File: src/dsk_defines.svh
// Timing and field constants for the disk seek and write start interface.
// Assumes a 100 MHz system clock and a 5.75 MHz adapter clock made as an enable.
`ifndef DSK_DEFINES_SVH
`define DSK_DEFINES_SVH
`define DSK_SYS_CLK_KHZ 100000
`define DSK_ADP_CLK_KHZ 5750
// Adapter tick spacing in system clocks; 100/5.75 is about 17.4, rounded to 17.
`define DSK_ADP_DIV ((`DSK_SYS_CLK_KHZ + `DSK_ADP_CLK_KHZ / 2) / `DSK_ADP_CLK_KHZ)
// One-shot widths in microseconds, then in adapter ticks rounded to nearest.
`define DSK_SETUP_US 2
`define DSK_TAG_US 2
`define DSK_SECT_US 2
`define DSK_TAS_US 80
`define DSK_MATCH_US 70
`define DSK_RDLY_US 60
`define DSK_PRE_US 130
`define DSK_TICKS(us) (((us) * `DSK_ADP_CLK_KHZ + 500) / 1000)
// Command codes on the two command lines, as {bit_b, bit_a}.
`define DSK_CMD_READ 2'h0
`define DSK_CMD_WRITE 2'h1
`define DSK_CMD_SEEK 2'h2
`define DSK_CMD_RECALIBRATE_COMMAND 2'h3
`define DSK_CNT_W 12
`endif

File: src/dsk_pkg.sv
// Types shared by the disk seek and write start interface.
// Assumes dsk_defines.svh supplies the numeric constants.
`default_nettype none
package dsk_pkg;
    typedef enum logic [3:0] {
        DSK_WS_10 = 4'h1,
        DSK_WS_11 = 4'h2,
        DSK_WS_01 = 4'h4,
        DSK_WS_00 = 4'h8
    } dsk_wstate_t;
endpackage
`default_nettype wire

File: src/dsk_seek_write.sv
// Seek handshake, sector match and write start timing of the disk adapter.
// Assumes controller and drive pins are asynchronous and are synchronised here.
`timescale 1ns/1ps
`default_nettype none
`include "dsk_defines.svh"

// Function
// RQ1: Seek logic runs only when the command lines decode to seek or recalibrate.
// RQ2: Low cylinder load fires setup delay, then tag pulse, then sets track strobe.
// RQ3: Bus bits 0 to 7 load the track address register during tag.
// RQ4: Recalibrate also loads a home-heads bit; drive then returns to track 000.
// RQ5: Set track strobe drives the active-low track address strobe.
// RQ6: Address stays put; active-low acknowledge clears the track strobe directly.
// RQ7: Strobe set starts 80 us delay; then a clear pulse ends the strobe.
// RQ8: Two-bit unit code selects exactly one of four drive units.
// RQ9: Drive attention lines one to four pass to controller lines zero to three.
// RQ10: Selected unit attention pulses seek complete toward the controller.
// RQ11: Read/write command with control strobe starts; write sets read/write flop.
// RQ12: Read/write flop releases sector match; sector addresses compared bitwise.
// RQ13: Sector pulse fires short delay; its end sets match if addresses equal.
// RQ14: Sector match clears checkword register and bit counter.
// RQ15: Match starts 70 us delay, whose end starts 60 us post match delay.
// RQ16: End of 70 us sets write enable, gating the four-state slot counter.
// RQ17: State 10 is clock slot, state 01 is data slot.
// RQ18: Write enable drives the active-low write gate.
// RQ19: Preamble lasts 130 us: zeros ending in one single one bit. Code ends it 130 us after match, 60 us after the gates turn on.
// RQ20: Preamble starts only with post match delay, stop clear and write.
// RQ21: Write and erase gates and preamble begin 70 us after sector mark.
// RQ22: After data, zeros continue until 70 us past next mark, then gates off.
// RQ23: For reads the read gate opens 130 us after the sector mark.
// RQ24: Stop flag ends the transfer and reports done to the controller.
// RQ25: Clear pulse width is a parameter; reset clears the main flops.
// RQ26: Delays are counters on the adapter clock, rounded to nearest tick.
module dsk_seek_write #(
    parameter int CLR_PULSE_TICKS = 2
)(
    input wire logic i_sys_clk,
    input wire logic i_reset,
    input wire logic i_command_code_bit_a,
    input wire logic i_command_code_bit_b,
    input wire logic i_cylinder_load_request_n,
    input wire logic [7:0] i_bus,
    input wire logic i_unit_code_low,
    input wire logic i_unit_code_high,
    input wire logic i_addr_ack_n,
    input wire logic [3:0] i_drive_attention,
    input wire logic i_transfer_control_strobe,
    input wire logic [3:0] i_req_sector,
    input wire logic [3:0] i_drive_sector_address,
    input wire logic i_sector_mark,
    input wire logic i_transfer_stop_flag,
    input wire logic i_write_data,
    output logic [7:0] o_track_line,
    output logic o_home_heads,
    output logic o_track_strobe_n,
    output logic [3:0] o_unit_select,
    output logic [3:0] o_controller_attention,
    output logic o_seek_complete,
    output logic o_checkword_clear,
    output logic o_post_match_delay,
    output logic o_write_gate_n,
    output logic o_erase_gate_n,
    output logic o_read_gate,
    output logic o_write_clock_data,
    output logic o_clock_bit_slot,
    output logic o_data_bit_slot,
    output logic o_done
);
    localparam int SYN = 10;
    localparam int DIV = `DSK_ADP_DIV;
    localparam int T_SETUP = `DSK_TICKS(`DSK_SETUP_US);
    localparam int T_TAG = `DSK_TICKS(`DSK_TAG_US);
    localparam int T_SECT = `DSK_TICKS(`DSK_SECT_US);
    localparam int T_TAS = `DSK_TICKS(`DSK_TAS_US);
    localparam int T_MATCH = `DSK_TICKS(`DSK_MATCH_US);
    localparam int T_RDLY = `DSK_TICKS(`DSK_RDLY_US);
    localparam int T_PRE = `DSK_TICKS(`DSK_PRE_US);

    // Two-stage synchronisers; only stage two is read by logic.
    logic [SYN-1:0] sync1_reg, sync2_reg;
    logic [SYN-1:0] raw;
    logic [7:0] bus1_reg, bus2_reg;
    logic [3:0] rsec1_reg, rsec2_reg, dsec1_reg, dsec2_reg;
    assign raw = {i_write_data, i_transfer_stop_flag, i_sector_mark,
                  i_transfer_control_strobe, i_addr_ack_n, i_cylinder_load_request_n,
                  i_unit_code_high, i_unit_code_low, i_command_code_bit_b,
                  i_command_code_bit_a};
    logic [3:0] att1_reg, att2_reg;
    always_ff @(posedge i_sys_clk)
    begin
        if (i_reset)
        begin
            sync1_reg <= 10'h3F0 ^ 10'h3C0;
            sync2_reg <= 10'h030;
            bus1_reg <= 8'h00;
            bus2_reg <= 8'h00;
            rsec1_reg <= 4'h0;
            rsec2_reg <= 4'h0;
            dsec1_reg <= 4'h0;
            dsec2_reg <= 4'h0;
            att1_reg <= 4'h0;
            att2_reg <= 4'h0;
        end
        else
        begin
            sync1_reg <= raw;
            sync2_reg <= sync1_reg;
            bus1_reg <= i_bus;
            bus2_reg <= bus1_reg;
            rsec1_reg <= i_req_sector;
            rsec2_reg <= rsec1_reg;
            dsec1_reg <= i_drive_sector_address;
            dsec2_reg <= dsec1_reg;
            att1_reg <= i_drive_attention;
            att2_reg <= att1_reg;
        end
    end
    logic [1:0] cmd, unit;
    logic cyl_n, ack_n, ctl, smark, stop, wdata;
    assign cmd = {sync2_reg[1], sync2_reg[0]};
    assign unit = {sync2_reg[3], sync2_reg[2]};
    assign cyl_n = sync2_reg[4];
    assign ack_n = sync2_reg[5];
    assign ctl = sync2_reg[6];
    assign smark = sync2_reg[7];
    assign stop = sync2_reg[8];
    assign wdata = sync2_reg[9];

    logic [4:0] div_reg, div_next;
    logic tick;
    always_comb
    begin
        tick = (div_reg == 5'(DIV - 1));
        div_next = tick ? 5'h00 : div_reg + 5'h01;
    end

    // One-shot timers, all counted in adapter ticks; see RQ26.
    localparam int NT = 7;
    logic [NT-1:0] os_start, os_run, os_end;
    logic [`DSK_CNT_W-1:0] os_len [NT];
    logic [`DSK_CNT_W-1:0] os_cnt_reg [NT];
    logic [`DSK_CNT_W-1:0] os_cnt_next [NT];
    assign os_len[0] = `DSK_CNT_W'(T_SETUP);
    assign os_len[1] = `DSK_CNT_W'(T_TAG);
    assign os_len[2] = `DSK_CNT_W'(T_TAS);
    assign os_len[3] = `DSK_CNT_W'(CLR_PULSE_TICKS); // see RQ25
    assign os_len[4] = `DSK_CNT_W'(T_SECT);
    assign os_len[5] = `DSK_CNT_W'(T_MATCH);
    assign os_len[6] = `DSK_CNT_W'(T_RDLY);
    logic [`DSK_CNT_W-1:0] pre_cnt_reg, pre_cnt_next;
    genvar g;
    generate
        for (g = 0; g < NT; g++)
        begin : g_os
            assign os_run[g] = (os_cnt_reg[g] != '0);
            assign os_end[g] = tick && (os_cnt_reg[g] == `DSK_CNT_W'(1));
            always_comb
            begin
                os_cnt_next[g] = os_cnt_reg[g];
                if (os_start[g])
                    os_cnt_next[g] = os_len[g];
                else if (tick && os_run[g])
                    os_cnt_next[g] = os_cnt_reg[g] - `DSK_CNT_W'(1);
            end
            always_ff @(posedge i_sys_clk)
            begin
                if (i_reset)
                    os_cnt_reg[g] <= '0;
                else
                    os_cnt_reg[g] <= os_cnt_next[g];
            end
        end
    endgenerate

    // Control flops.
    logic tas_reg, tas_next, rw_reg, rw_next, match_reg, match_next;
    logic write_enable_flop_reg, write_enable_flop_next, rgate_reg, rgate_next, done_reg, done_next;
    logic cyl_d_reg, smark_d_reg, att_hit_reg, att_hit_next;
    logic [7:0] track_reg, track_next;
    logic home_reg, home_next, seek_cmd, rw_cmd;
    logic [3:0] ring_reg, ring_next;
    logic rd_ok, pre_end, eop_reg, eop_next, sync_reg, sync_next;
    logic den_reg, den_next, pre_ok, sel_att, out_reg, out_next;
    logic [3:0] sel_dec;

    always_comb
    begin
        seek_cmd = (cmd == `DSK_CMD_SEEK) || (cmd == `DSK_CMD_RECALIBRATE_COMMAND); // see RQ1
        rw_cmd = (cmd == `DSK_CMD_READ) || (cmd == `DSK_CMD_WRITE);
        sel_dec = 4'h1 << unit; // see RQ8
        sel_att = |(att2_reg & sel_dec);
        track_next = track_reg;
        home_next = home_reg;
        if (os_run[1])
        begin
            track_next = bus2_reg; // see RQ3
            home_next = (cmd == `DSK_CMD_RECALIBRATE_COMMAND); // see RQ4
        end
        tas_next = tas_reg;
        if (os_end[1])
            tas_next = 1'b1; // see RQ2
        if (!ack_n || os_run[3])
            tas_next = 1'b0; // see RQ6 and RQ7
        rw_next = rw_reg;
        if (ctl && rw_cmd)
            rw_next = (cmd == `DSK_CMD_WRITE); // see RQ11
        if (done_reg)
            rw_next = 1'b0;
        match_next = match_reg;
        if (os_end[4] && (rsec2_reg ^ dsec2_reg) == 4'h0)
            match_next = 1'b1; // see RQ13
        if (!rw_reg && !(ctl && rw_cmd))
            match_next = 1'b0; // see RQ12
        write_enable_flop_next = write_enable_flop_reg;
        if (os_end[5] && rw_reg && !stop)
            write_enable_flop_next = 1'b1; // see RQ16 and RQ21
        if (os_end[5] && stop)
            write_enable_flop_next = 1'b0; // see RQ22
        if (!rw_reg && !stop)
            write_enable_flop_next = 1'b0;
        pre_ok = os_run[6] && !stop && rw_reg; // see RQ20
        rd_ok = os_run[6] && !stop && !rw_reg && match_reg; // see RQ23
        pre_cnt_next = pre_cnt_reg;
        if ((pre_ok || rd_ok) && pre_cnt_reg == '0 && !den_reg && !eop_reg && !sync_reg)
            pre_cnt_next = `DSK_CNT_W'(T_PRE - T_MATCH); // see RQ19
        else if (tick && pre_cnt_reg != '0)
            pre_cnt_next = pre_cnt_reg - `DSK_CNT_W'(1);
        ring_next = ring_reg;
        if (tick && write_enable_flop_reg)
            ring_next = {ring_reg[2:0], ring_reg[3]}; // see RQ16
        if (!write_enable_flop_reg)
            ring_next = 4'(dsk_pkg::DSK_WS_10);
        eop_next = eop_reg;
        sync_next = sync_reg;
        den_next = den_reg;
        if (pre_end && rw_reg)
            eop_next = 1'b1;
        if (tick && ring_reg == 4'(dsk_pkg::DSK_WS_10))
        begin
            sync_next = eop_reg;
            if (sync_reg && !eop_reg)
                den_next = 1'b1;
            if (eop_reg)
                eop_next = 1'b0;
        end
        if (!write_enable_flop_reg)
        begin
            eop_next = 1'b0;
            sync_next = 1'b0;
            den_next = 1'b0;
        end
        // Clock slot always writes a one; data slot writes sync bit or data; see RQ17.
        out_next = 1'b0;
        if (write_enable_flop_reg && ring_reg == 4'(dsk_pkg::DSK_WS_10))
            out_next = 1'b1;
        if (write_enable_flop_reg && ring_reg == 4'(dsk_pkg::DSK_WS_01))
            out_next = sync_reg || (den_reg && wdata);
        rgate_next = rgate_reg;
        if (pre_end && !rw_reg)
            rgate_next = 1'b1; // see RQ23
        if (!match_reg)
            rgate_next = 1'b0;
        done_next = stop && match_reg && !write_enable_flop_reg; // see RQ24
        att_hit_next = sel_att;
        os_start = '0;
        os_start[0] = seek_cmd && !cyl_n && cyl_d_reg; // see RQ2
        os_start[1] = os_end[0];
        os_start[2] = !tas_reg && tas_next; // see RQ7
        os_start[3] = os_end[2];
        os_start[4] = smark && !smark_d_reg; // see RQ13
        os_start[5] = (!match_reg && match_next) || (os_end[4] && write_enable_flop_reg); // see RQ15 RQ22
        os_start[6] = os_end[5];
    end
    assign pre_end = tick && (pre_cnt_reg == `DSK_CNT_W'(1));

    always_ff @(posedge i_sys_clk)
    begin
        if (i_reset)
        begin
            // Reset clears the control flops but sets cyl_d_reg and loads ring_reg with state 10; see RQ25.
            div_reg <= 5'h00;
            tas_reg <= 1'b0;
            rw_reg <= 1'b0;
            match_reg <= 1'b0;
            write_enable_flop_reg <= 1'b0;
            rgate_reg <= 1'b0;
            done_reg <= 1'b0;
            cyl_d_reg <= 1'b1;
            smark_d_reg <= 1'b0;
            att_hit_reg <= 1'b0;
            track_reg <= 8'h00;
            home_reg <= 1'b0;
            ring_reg <= 4'(dsk_pkg::DSK_WS_10);
            pre_cnt_reg <= '0;
            eop_reg <= 1'b0;
            sync_reg <= 1'b0;
            den_reg <= 1'b0;
            out_reg <= 1'b0;
        end
        else
        begin
            div_reg <= div_next;
            tas_reg <= tas_next;
            rw_reg <= rw_next;
            match_reg <= match_next;
            write_enable_flop_reg <= write_enable_flop_next;
            rgate_reg <= rgate_next;
            done_reg <= done_next;
            cyl_d_reg <= cyl_n;
            smark_d_reg <= smark;
            att_hit_reg <= att_hit_next;
            track_reg <= track_next;
            home_reg <= home_next;
            ring_reg <= ring_next;
            pre_cnt_reg <= pre_cnt_next;
            eop_reg <= eop_next;
            sync_reg <= sync_next;
            den_reg <= den_next;
            out_reg <= out_next;
        end
    end

    assign o_track_line = track_reg; // see RQ6
    assign o_home_heads = home_reg;
    assign o_track_strobe_n = !tas_reg; // see RQ5
    assign o_unit_select = sel_dec;
    assign o_controller_attention = att2_reg; // see RQ9
    assign o_seek_complete = att_hit_reg; // see RQ10
    assign o_checkword_clear = match_reg; // see RQ14
    assign o_post_match_delay = os_run[6]; // see RQ15
    assign o_write_gate_n = !write_enable_flop_reg; // see RQ18
    assign o_erase_gate_n = !write_enable_flop_reg; // see RQ21
    assign o_read_gate = rgate_reg;
    assign o_write_clock_data = out_reg;
    assign o_clock_bit_slot = write_enable_flop_reg && ring_reg == 4'(dsk_pkg::DSK_WS_10);
    assign o_data_bit_slot = write_enable_flop_reg && ring_reg == 4'(dsk_pkg::DSK_WS_01);
    assign o_done = done_reg;
endmodule
`default_nettype wire

File: config.mk
export PLATFORM = sky130hd
export DESIGN_NAME = dsk_seek_write
export DESIGN_NICKNAME = d
export VERILOG_FILES = /design/src/dsk_pkg.sv /design/src/dsk_seek_write.sv
export VERILOG_INCLUDE_DIRS = /design/src
export SDC_FILE = /design/constraint.sdc
export NUM_CORES = 1
export LEC_CHECK = 0
export BUFFER_PORTS_ARGS = -buffer_cell sky130_fd_sc_hd__buf_4
export CORE_MARGIN = 2
export CORE_UTILIZATION = 54
export DETAILED_ROUTE_END_ITERATION = 10
export PLACE_DENSITY = 0.75
export SLEW_MARGIN = 20
export SYNTH_ARGS = -nofsm -noshare
export SYNTH_HDL_FRONTEND = slang
export SYNTH_SLANG_ARGS = --single-unit
File: constraint.sdc
create_clock -name i_sys_clk -period 2.05 [get_ports i_sys_clk]
set_input_delay 0.1025 -clock i_sys_clk [delete_from_list [all_inputs] [get_ports i_sys_clk]]
set_output_delay 0.1025 -clock i_sys_clk [all_outputs]
set_load 0.02 [all_outputs]
# Word level (Yosys, flattened, before mapping)
# Memory sizes are Yosys's and may differ from the RTL's.
# Index checks and enable logic that the tools add are counted.
[op_classes] addsub=9 multipliers=0 n_div=0 order_cmp=0 eq_ne=12 shift=1 n_mux=35 n_bitwise=11 reduce_logical=83
[ops] cell="$mux 12" count=21
[ops] cell="$reduce_bool 12->1" count=8
[ops] cell="$sub 12x1->12 const B" count=8
[ops] cell="$eq 12x1->1 const B" count=6
[ops] cell="$logic_and 1x1->1" count=45
[ops] cell="$mux 9" count=2
[ops] cell="$logic_not 1->1" count=12
[ops] cell="$logic_not 12->1" count=1
[ops] cell="$mux 1" count=12
[ops] cell="$reduce_or 2->1" count=5
[ops] cell="$or 1x1->1" count=7
[ops] cell="$logic_or 1x1->1" count=6
[ops] cell="$add 5x1->5 const B" count=1
[ops] cell="$eq 5x5->1 const B" count=1
[ops] cell="$and 4x4->4" count=1
[ops] cell="$eq 2x2->1 const B" count=2
[ops] cell="$eq 4x1->1 const B" count=1
[ops] cell="$eq 4x3->1 const B" count=1
[ops] cell="$logic_not 4->1" count=1
[ops] cell="$reduce_or 4->1" count=1
[ops] cell="$shl 1x2->4 const A" count=1
[ops] cell="$xor 4x4->4" count=1
[ops] cell="$reduce_or 3->1" count=1
[ops] cell="$eq 2x1->1 const B" count=1
[ops] cell="other kinds (4)" count=5
[word_totals] ff_bits=103 latch_bits=0 mem_bits_rw=84 mem_bits_ro=0 elab_cells=181 n_memories=1
[mem_list] memory="os_cnt_reg" depth=7 word_bits=12 rd=7 rd_ports_with_merged_regs=0 write_ports=7 line_no="dsk_seek_write.sv:141" source="logic [`DSK_CNT_W-1:0] os_cnt_reg [NT];"

# Depth between registers and ports, before layout
# Gate-level depths: netlist (run 1).
# An unclocked memory read counts as a cell.
[logic_depth] ltp_word=11 depth_mapped=10 mapped_depth_nobuf=7

# Least setup slack after synthesis (run 1)
# OpenSTA, ideal clock, no wires.
[synth_timing] path_type="register to register" startpoint="mem os_cnt_reg[3][0] (netlist name)" endpoint="mem os_cnt_reg[3][4] (netlist name)" setup_time_ns=0.070 arrival_time_ns=1.909 t_required_ns=1.980 path_slack_ns=0.072 stages_incl_launch_ff=7 path_cell_list="dfxtp_1 > inv_1 > ha_1 > or3b_2 > or2_0 > or3_2 > a21oi_1"
[synth_rtl] item="from (decl)" line_no="dsk_seek_write.sv:141"

==> impl_metrics.json, run 1 <==
{
  "finalNetCount": 1010,
  "slowest_delay_ns": 0.41,
  "drt-initial-drc-count": 345,
  "power_frac_seq_pct": 50.3,
  "muxShareOfSynthArea_pct": 2.25,
  "worst_ep_arrival_time_ns": 2.34,
  "power.net_switching_mw": 1.78,
  "synth-edff-count": 0,
  "area_delta_synth_final_pct": 23.8,
  "drc_errors": 0,
  "async_flop_share_pct": 0,
  "crit_cells": 8,
  "syn_inst": 842,
  "antenna_found_initial": 0,
  "finalHoldViolations": 0,
  "avgRoutedWirePerCell_um": 14.1,
  "combPwrFrac_pct": 4.0,
  "fin_ws_ns": 0.0823,
  "htree_levels": 4,
  "clkPwrFrac_pct": 45.7,
  "numCtsBuffers": 17,
  "core-area_um2": 14000,
  "totalWireLength_um": 16200,
  "largest_reg_flops": 84,
  "yosys.cell_count.top_type": "dfxtp_1",
  "antenna_left": 0,
  "r2r_slack_ns": 0.08,
  "cp.required_ns": 2.42,
  "worstSetupEndpointType": "flop",
  "path_clk_slew_ns": 0.08,
  "cp-start-kind": "flop",
  "die_w_um": 124,
  "max_freq_mhz": 508,
  "place_ws_ns": 0.0231,
  "critPathLaunch": "div_reg[1]",
  "fin_crit_ns": 1.97,
  "p_per_area_nw_per_um2": 767,
  "synth_xor_xnor_area_share_pct": 7.52,
  "skew_ns": 0.0115,
  "synthAdderAreaFrac_pct": 3.05,
  "ys_types": 65,
  "status": "finished, final reports clean",
  "place_inst": 1085,
  "finalWeightedCongestion": 0.844,
  "hpwlAfterDp_um": 10100,
  "grt_pass1_wl_um": 26700,
  "netlist_area_um2": 7800,
  "ys_ff_latch": 187,
  "drt_pass1_iterations": 4,
  "critPathKind": "reg -> reg",
  "synth_top_area_share_pct": 48.0,
  "ys_seq_area_share_pct": 48.0,
  "yosys-top-cells-area": "dfxtp_1 48%, nor2b_1 5.1%, nor2_1 5.1%",
  "r2r_cells": 8,
  "cp_cell_sequence": "inv_1 > ha_2 > nand4bb_1 > buf_4 > buf_2 > or2_4 > or3_2 > a21oi_1",
  "clk_latency_ns": 0.44,
  "cts_root_buf": "clkbuf_16",
  "critPathSlowestCell": "or3_2",
  "final_cells": 1152,
  "crit_buf_inv": 3,
  "synth_compound_area_share_pct": 7.46,
  "p_int_mw": 5.62,
  "yosys.area.top_type": "dfxtp_1",
  "relSlewSlack_pct": 65.8,
  "grt_overflow_total": 0,
  "cp_max_fo": 6,
  "clock_path_buffers": 2,
  "synth_area_per_cell_um2": 9.26,
  "period_share_pct": 96.0,
  "final_max_slew_viol_count": 0,
  "p_leak_nw": 3.68,
  "ys.flop_type": "dfxtp_1",
  "crit_end": "os_cnt_reg[3][4]",
  "grt_pass1_vias": 5926,
  "total_power_mw": 7.40,
  "fp.dieArea_um2": 15400,
  "gr-usage-all-layers_pct": 21.8,
  "num_vias": 6159,
  "r2r_start": "div_reg[1]",
  "ioPinCount": 60,
  "p_sw_share_pct": 24.0,
  "cts_num_sinks": 187,
  "grt_max_degree": 50,
  "std_cell_rows": 43,
  "die_y_um": 124,
  "insertedDiodeCount": 0,
  "start_util_pct": 55.8,
  "synth_common_cells": "187 x dfxtp_1, 105 x nor2_1, 64 x nor2b_1, 46 x a21oi_1, 40 x nand2_1",
  "cp_top_family": "simple AND/OR/NAND/NOR gates",
  "hold_ws_ns": 0.106,
  "reg2reg_to": "os_cnt_reg[3][4]",
  "cap_violations": 0,
  "ys_warn_count": 0,
  "ir_drop_mv": 0.694,
  "drive_above_1_share_pct": 17.9,
  "vias_per_cell": 5.35,
  "tightest_slew_ns": 0.508,
  "synth_nets": 893,
  "hold_class": "in -> reg",
  "synth_top_family_by_area": "simple AND/OR/NAND/NOR gates",
  "synth-simple-area-share_pct": 28.7,
  "setup_violations": 0,
  "cts_tree": "built",
  "portBuffers": 59
}
[per-stage QoR]
step / instance area [µm²] / TNS [ns] / utilization (%)
final: 9660 / 0 / 69.0
after global routing: 9660 / -0.00505 / 69.0
after CTS: 9550 / 0 / 68.3
after detailed placement: 8630 / 0 / 61.7
after global placement: 8630 / 0 / 61.7
after floorplan: 7800 / 0 / -
[worst register-to-register path, stage by stage (launching register included)]
cell       delay [ns]
dfxtp_1          0.32
inv_1            0.06
ha_2             0.18
nand4bb_1        0.18
buf_4            0.18
buf_2            0.17
or2_4            0.28
or3_2            0.41
a21oi_1          0.13
[worst min path at each step]
stage	startpoint	to	slack (ns)	depth (start not counted)
floorplan	i_cylinder_load_request_n	sync1_reg[4]	0.21	1
global route	i_reset	o_track_line[5]	0.11	2
CTS	i_reset	o_write_clock_data	0.09	2
finish	i_reset	o_track_line[4]	0.11	2
global placement	i_cylinder_load_request_n	sync1_reg[4]	0.29	2
detailed placement	i_addr_ack_n	sync1_reg[5]	0.29	2
[routing by layer]
layer / routed length, µm / track usage, %
met2: 7770 / 36.2
met1: 7450 / 27.3
met4: 236 / 7.65
met5: 0 / 0
met3: 743 / 5.77
[cells by family after synthesis]
family	Yosys count
xor gates and xnor gates	67
DFF	187
muxes	16
AOI/OAI and AO/OA	93
buffers and inverters	58
and+or+nand+nor	402
adders and majority gates	19
[power groups by stage]
stage | clock [mW] | combinational [mW] | sequential, mW
2_1_floorplan | 0 | 0.146 | 3.80
3_3_place_gp | 0 | 0.237 | 3.80
3_5_place_dp | 0 | 0.241 | 3.81
4_1_cts | 3.44 | 0.289 | 3.72
5_1_grt | 3.56 | 0.325 | 3.73
6_report | 3.38 | 0.297 | 3.72
[cell usage in the layout (no fill, tap or decap), types with 3 or more instances in the layout]
cell type      Yosys  routed
a211oi_1           4       4
a21oi_1           46      46
a31oi_1            8       8
and3_1             3       3
and4b_1            3       3
buf_4              1      98
clkbuf_16          0      17
clkinv_8           0       4
dfxtp_1          187     187
dlygate4sd3_1      0      30
ha_1              19      18
inv_1             24      23
inv_8              0       6
mux2i_1           13      13
nand2_1           40      40
nand2b_1          10      10
nand3_1           21      19
nand3b_1           6       6
nand4_1           17      17
nand4b_1           3       3
nor2_1           105     104
nor2b_1           64      64
nor3_1            33      33
nor3b_1            7       7
nor4_1            27      23
nor4_2             2       6
nor4b_1            7       6
o21ai_0           14      14
o41ai_1            4       4
or2_2              8       8
or3_1             13      13
or4_1             11      10
xnor2_1           32      32
xor2_1            35      35
[area by class of cell]
| class | count | area [µm²] |
|---|---|---|
| fillers | 1040 | 4330 |
| multi-input cells | 597 | 3880 |
| flip-flops and latches | 187 | 3740 |
| repair buffers | 132 | 1090 |
| clock buffers | 17 | 425 |
| well taps | 180 | 225 |
| clock inverters | 15 | 195 |
| inverters | 24 | 90.1 |
[repair_timing]
| action | 4_1_cts | 5_1_grt |
|---|---|---|
| resized for setup | 0 | 18 |
| buffers inserted | 0 | 4 |
| setup endpoints to repair | 0 | 35 |
| hold buffers | 30 | 0 |
| hold endpoints to repair | 30 | 0 |
Note: power is estimated with default switching activity, not from simulation.
==> run 2, diff against run 1 <==
- CORE_UTILIZATION: 54 -> 55
- PLACE_DENSITY: 0.75 -> 0.73
- clock period: 2.05 -> 2 ns (I/O delays scaled with it)
==> impl_metrics.json, run 2 (synthesis gave the netlist of run 1 again) <==
{
  "status": "finished, final reports clean",
  "max_freq_mhz": 501,
  "fp.dieArea_um2": 15100,
  "grt_pass1_wl_um": 28500,
  "std_cell_rows": 43,
  "grt_pass1_vias": 6263,
  "critPathKind": "reg -> reg",
  "fin_crit_ns": 2.00,
  "clk_latency_ns": 0.44,
  "crit_buf_inv": 2,
  "path_clk_slew_ns": 0.07,
  "slowest_delay_ns": 0.46,
  "r2r_cells": 6,
  "final_cell_mix": "183 x dfxtp_1, 112 x buf_4, 103 x nor2_1",
  "portBuffers": 59,
  "area_delta_synth_final_pct": 26.0,
  "drive_above_1_share_pct": 21.2,
  "antenna_found_initial": 0,
  "cts_root_buf": "clkbuf_16",
  "cts_num_sinks": 187,
  "cp_max_fo": 6,
  "tightest_slew_ns": 0.590,
  "gr-usage-all-layers_pct": 23.7,
  "drt_pass1_iterations": 4,
  "largest_reg_flops": 84,
  "critPathSlowestCell": "nor4_4",
  "htree_levels": 4,
  "num_vias": 6415,
  "totalWireLength_um": 17800,
  "insertedDiodeCount": 0,
  "r2r_start": "os_cnt_reg[3][1]",
  "period_share_pct": 99.8,
  "critPathLaunch": "os_cnt_reg[3][1]",
  "hold_class": "in -> reg",
  "ir_drop_mv": 0.646,
  "vias_per_cell": 5.51,
  "skew_ns": 0.00695,
  "crit_cells": 6,
  "cp_top_family": "simple AND/OR/NAND/NOR gates",
  "finalWeightedCongestion": 0.837,
  "fillerInstances": 979,
  "place_inst": 1093,
  "core-area_um2": 13900,
  "drt-initial-drc-count": 370,
  "place_ws_ns": -0.0407,
  "worstSetupEndpointType": "flop",
  "cp_cell_sequence": "inv_1 > ha_2 > or3b_4 > nor4_4 > buf_4 > nor4bb_1",
  "relSlewSlack_pct": 60.1,
  "final_max_slew_viol_count": 0,
  "cap_violations": 0,
  "ioPinCount": 60,
  "clock_path_buffers": 2,
  "p_leak_nw": 3.74,
  "reg2reg_to": "tas_reg",
  "grt_max_degree": 55,
  "final_common_cell": "dfxtp_1",
  "r2r_slack_ns": 0.005,
  "cts_tree": "built",
  "die_y_um": 123,
  "antenna_left": 0,
  "finalHoldViolations": 0,
  "fin_ws_ns": 0.00467,
  "crit_end": "tas_reg",
  "avgRoutedWirePerCell_um": 15.2,
  "finalNetCount": 1023,
  "p_per_area_nw_per_um2": 754,
  "final_cells": 1165,
  "cp.required_ns": 2.35,
  "worst_ep_arrival_time_ns": 2.34,
  "cp-start-kind": "flop",
  "numCtsBuffers": 17,
  "start_util_pct": 56.2,
  "die_w_um": 123,
  "drc_errors": 0,
  "hpwlAfterDp_um": 11300,
  "setup_violations": 0,
  "final_util_pct": 70.8,
  "grt_overflow_total": 0
}
run 2: area by class of cell:
| class | count | area, µm² | area share [%] |
|---|---|---|---|
| multi-input combinational | 597 | 3990 | 40.6 |
| sequential | 187 | 3750 | 38.1 |
| timing repair buffer | 145 | 1200 | 12.2 |
| clock buffer | 17 | 425 | 4.33 |
| tap | 180 | 225 | 2.29 |
| clock inverter | 15 | 153 | 1.55 |
| inverter | 24 | 90.1 | 0.916 |
run 2: where the power goes:
group	leakage [nW]	internal, mW	switching [mW]	total (mW)
combinational	1.93	0.165	0.144	0.308
clock	0.285	1.67	1.62	3.28
sequential	1.52	3.79	0.0298	3.82
run 2: routing by layer:
layer | GRT usage, % | routed length, µm | vias up
met1 | 27.8 | 7740 | 3045
li1 | - | - | 3191
met2 | 41.1 | 8940 | 154
met4 | 8.95 | 255 | 0
met3 | 6.78 | 818 | 25
met5 | 0 | 0 | -
run 2: per-stage QoR:
step,power [mW],hold slack [ns],cell area (µm²),TNS (ns)
global placement,4.14,0.287,8680,0
floorplan,4.05,0.204,7800,0
CTS,7.45,0.132,9600,-0.00833
global route,7.64,0.173,9830,-0.124
finish,7.41,0.150,9830,0
detailed placement,4.15,0.288,8680,-0.310
run 2: repair_timing:
action                                  CTS  global route
endpoints found under the hold margin    30             0
gates cloned                              0             1
setup buffers                             0             9
hold buffers                             30             0
pin swaps                                 0             8
endpoints found under the setup margin   32            65
resized for setup                        13            31
run 2: how the worst min path moves through the flow:
stage                                    from                        end  slack, ns  cells past startpoint
finish                                i_reset           os_cnt_reg[2][6]       0.15                      2
global route                          i_reset  o_controller_attention[0]       0.17                      2
CTS                                   i_reset                bus2_reg[1]       0.13                      2
detailed placement  i_cylinder_load_request_n               sync1_reg[4]       0.29                      2
global placement    i_cylinder_load_request_n               sync1_reg[4]       0.29                      2
floorplan           i_cylinder_load_request_n               sync1_reg[4]       0.20                      1
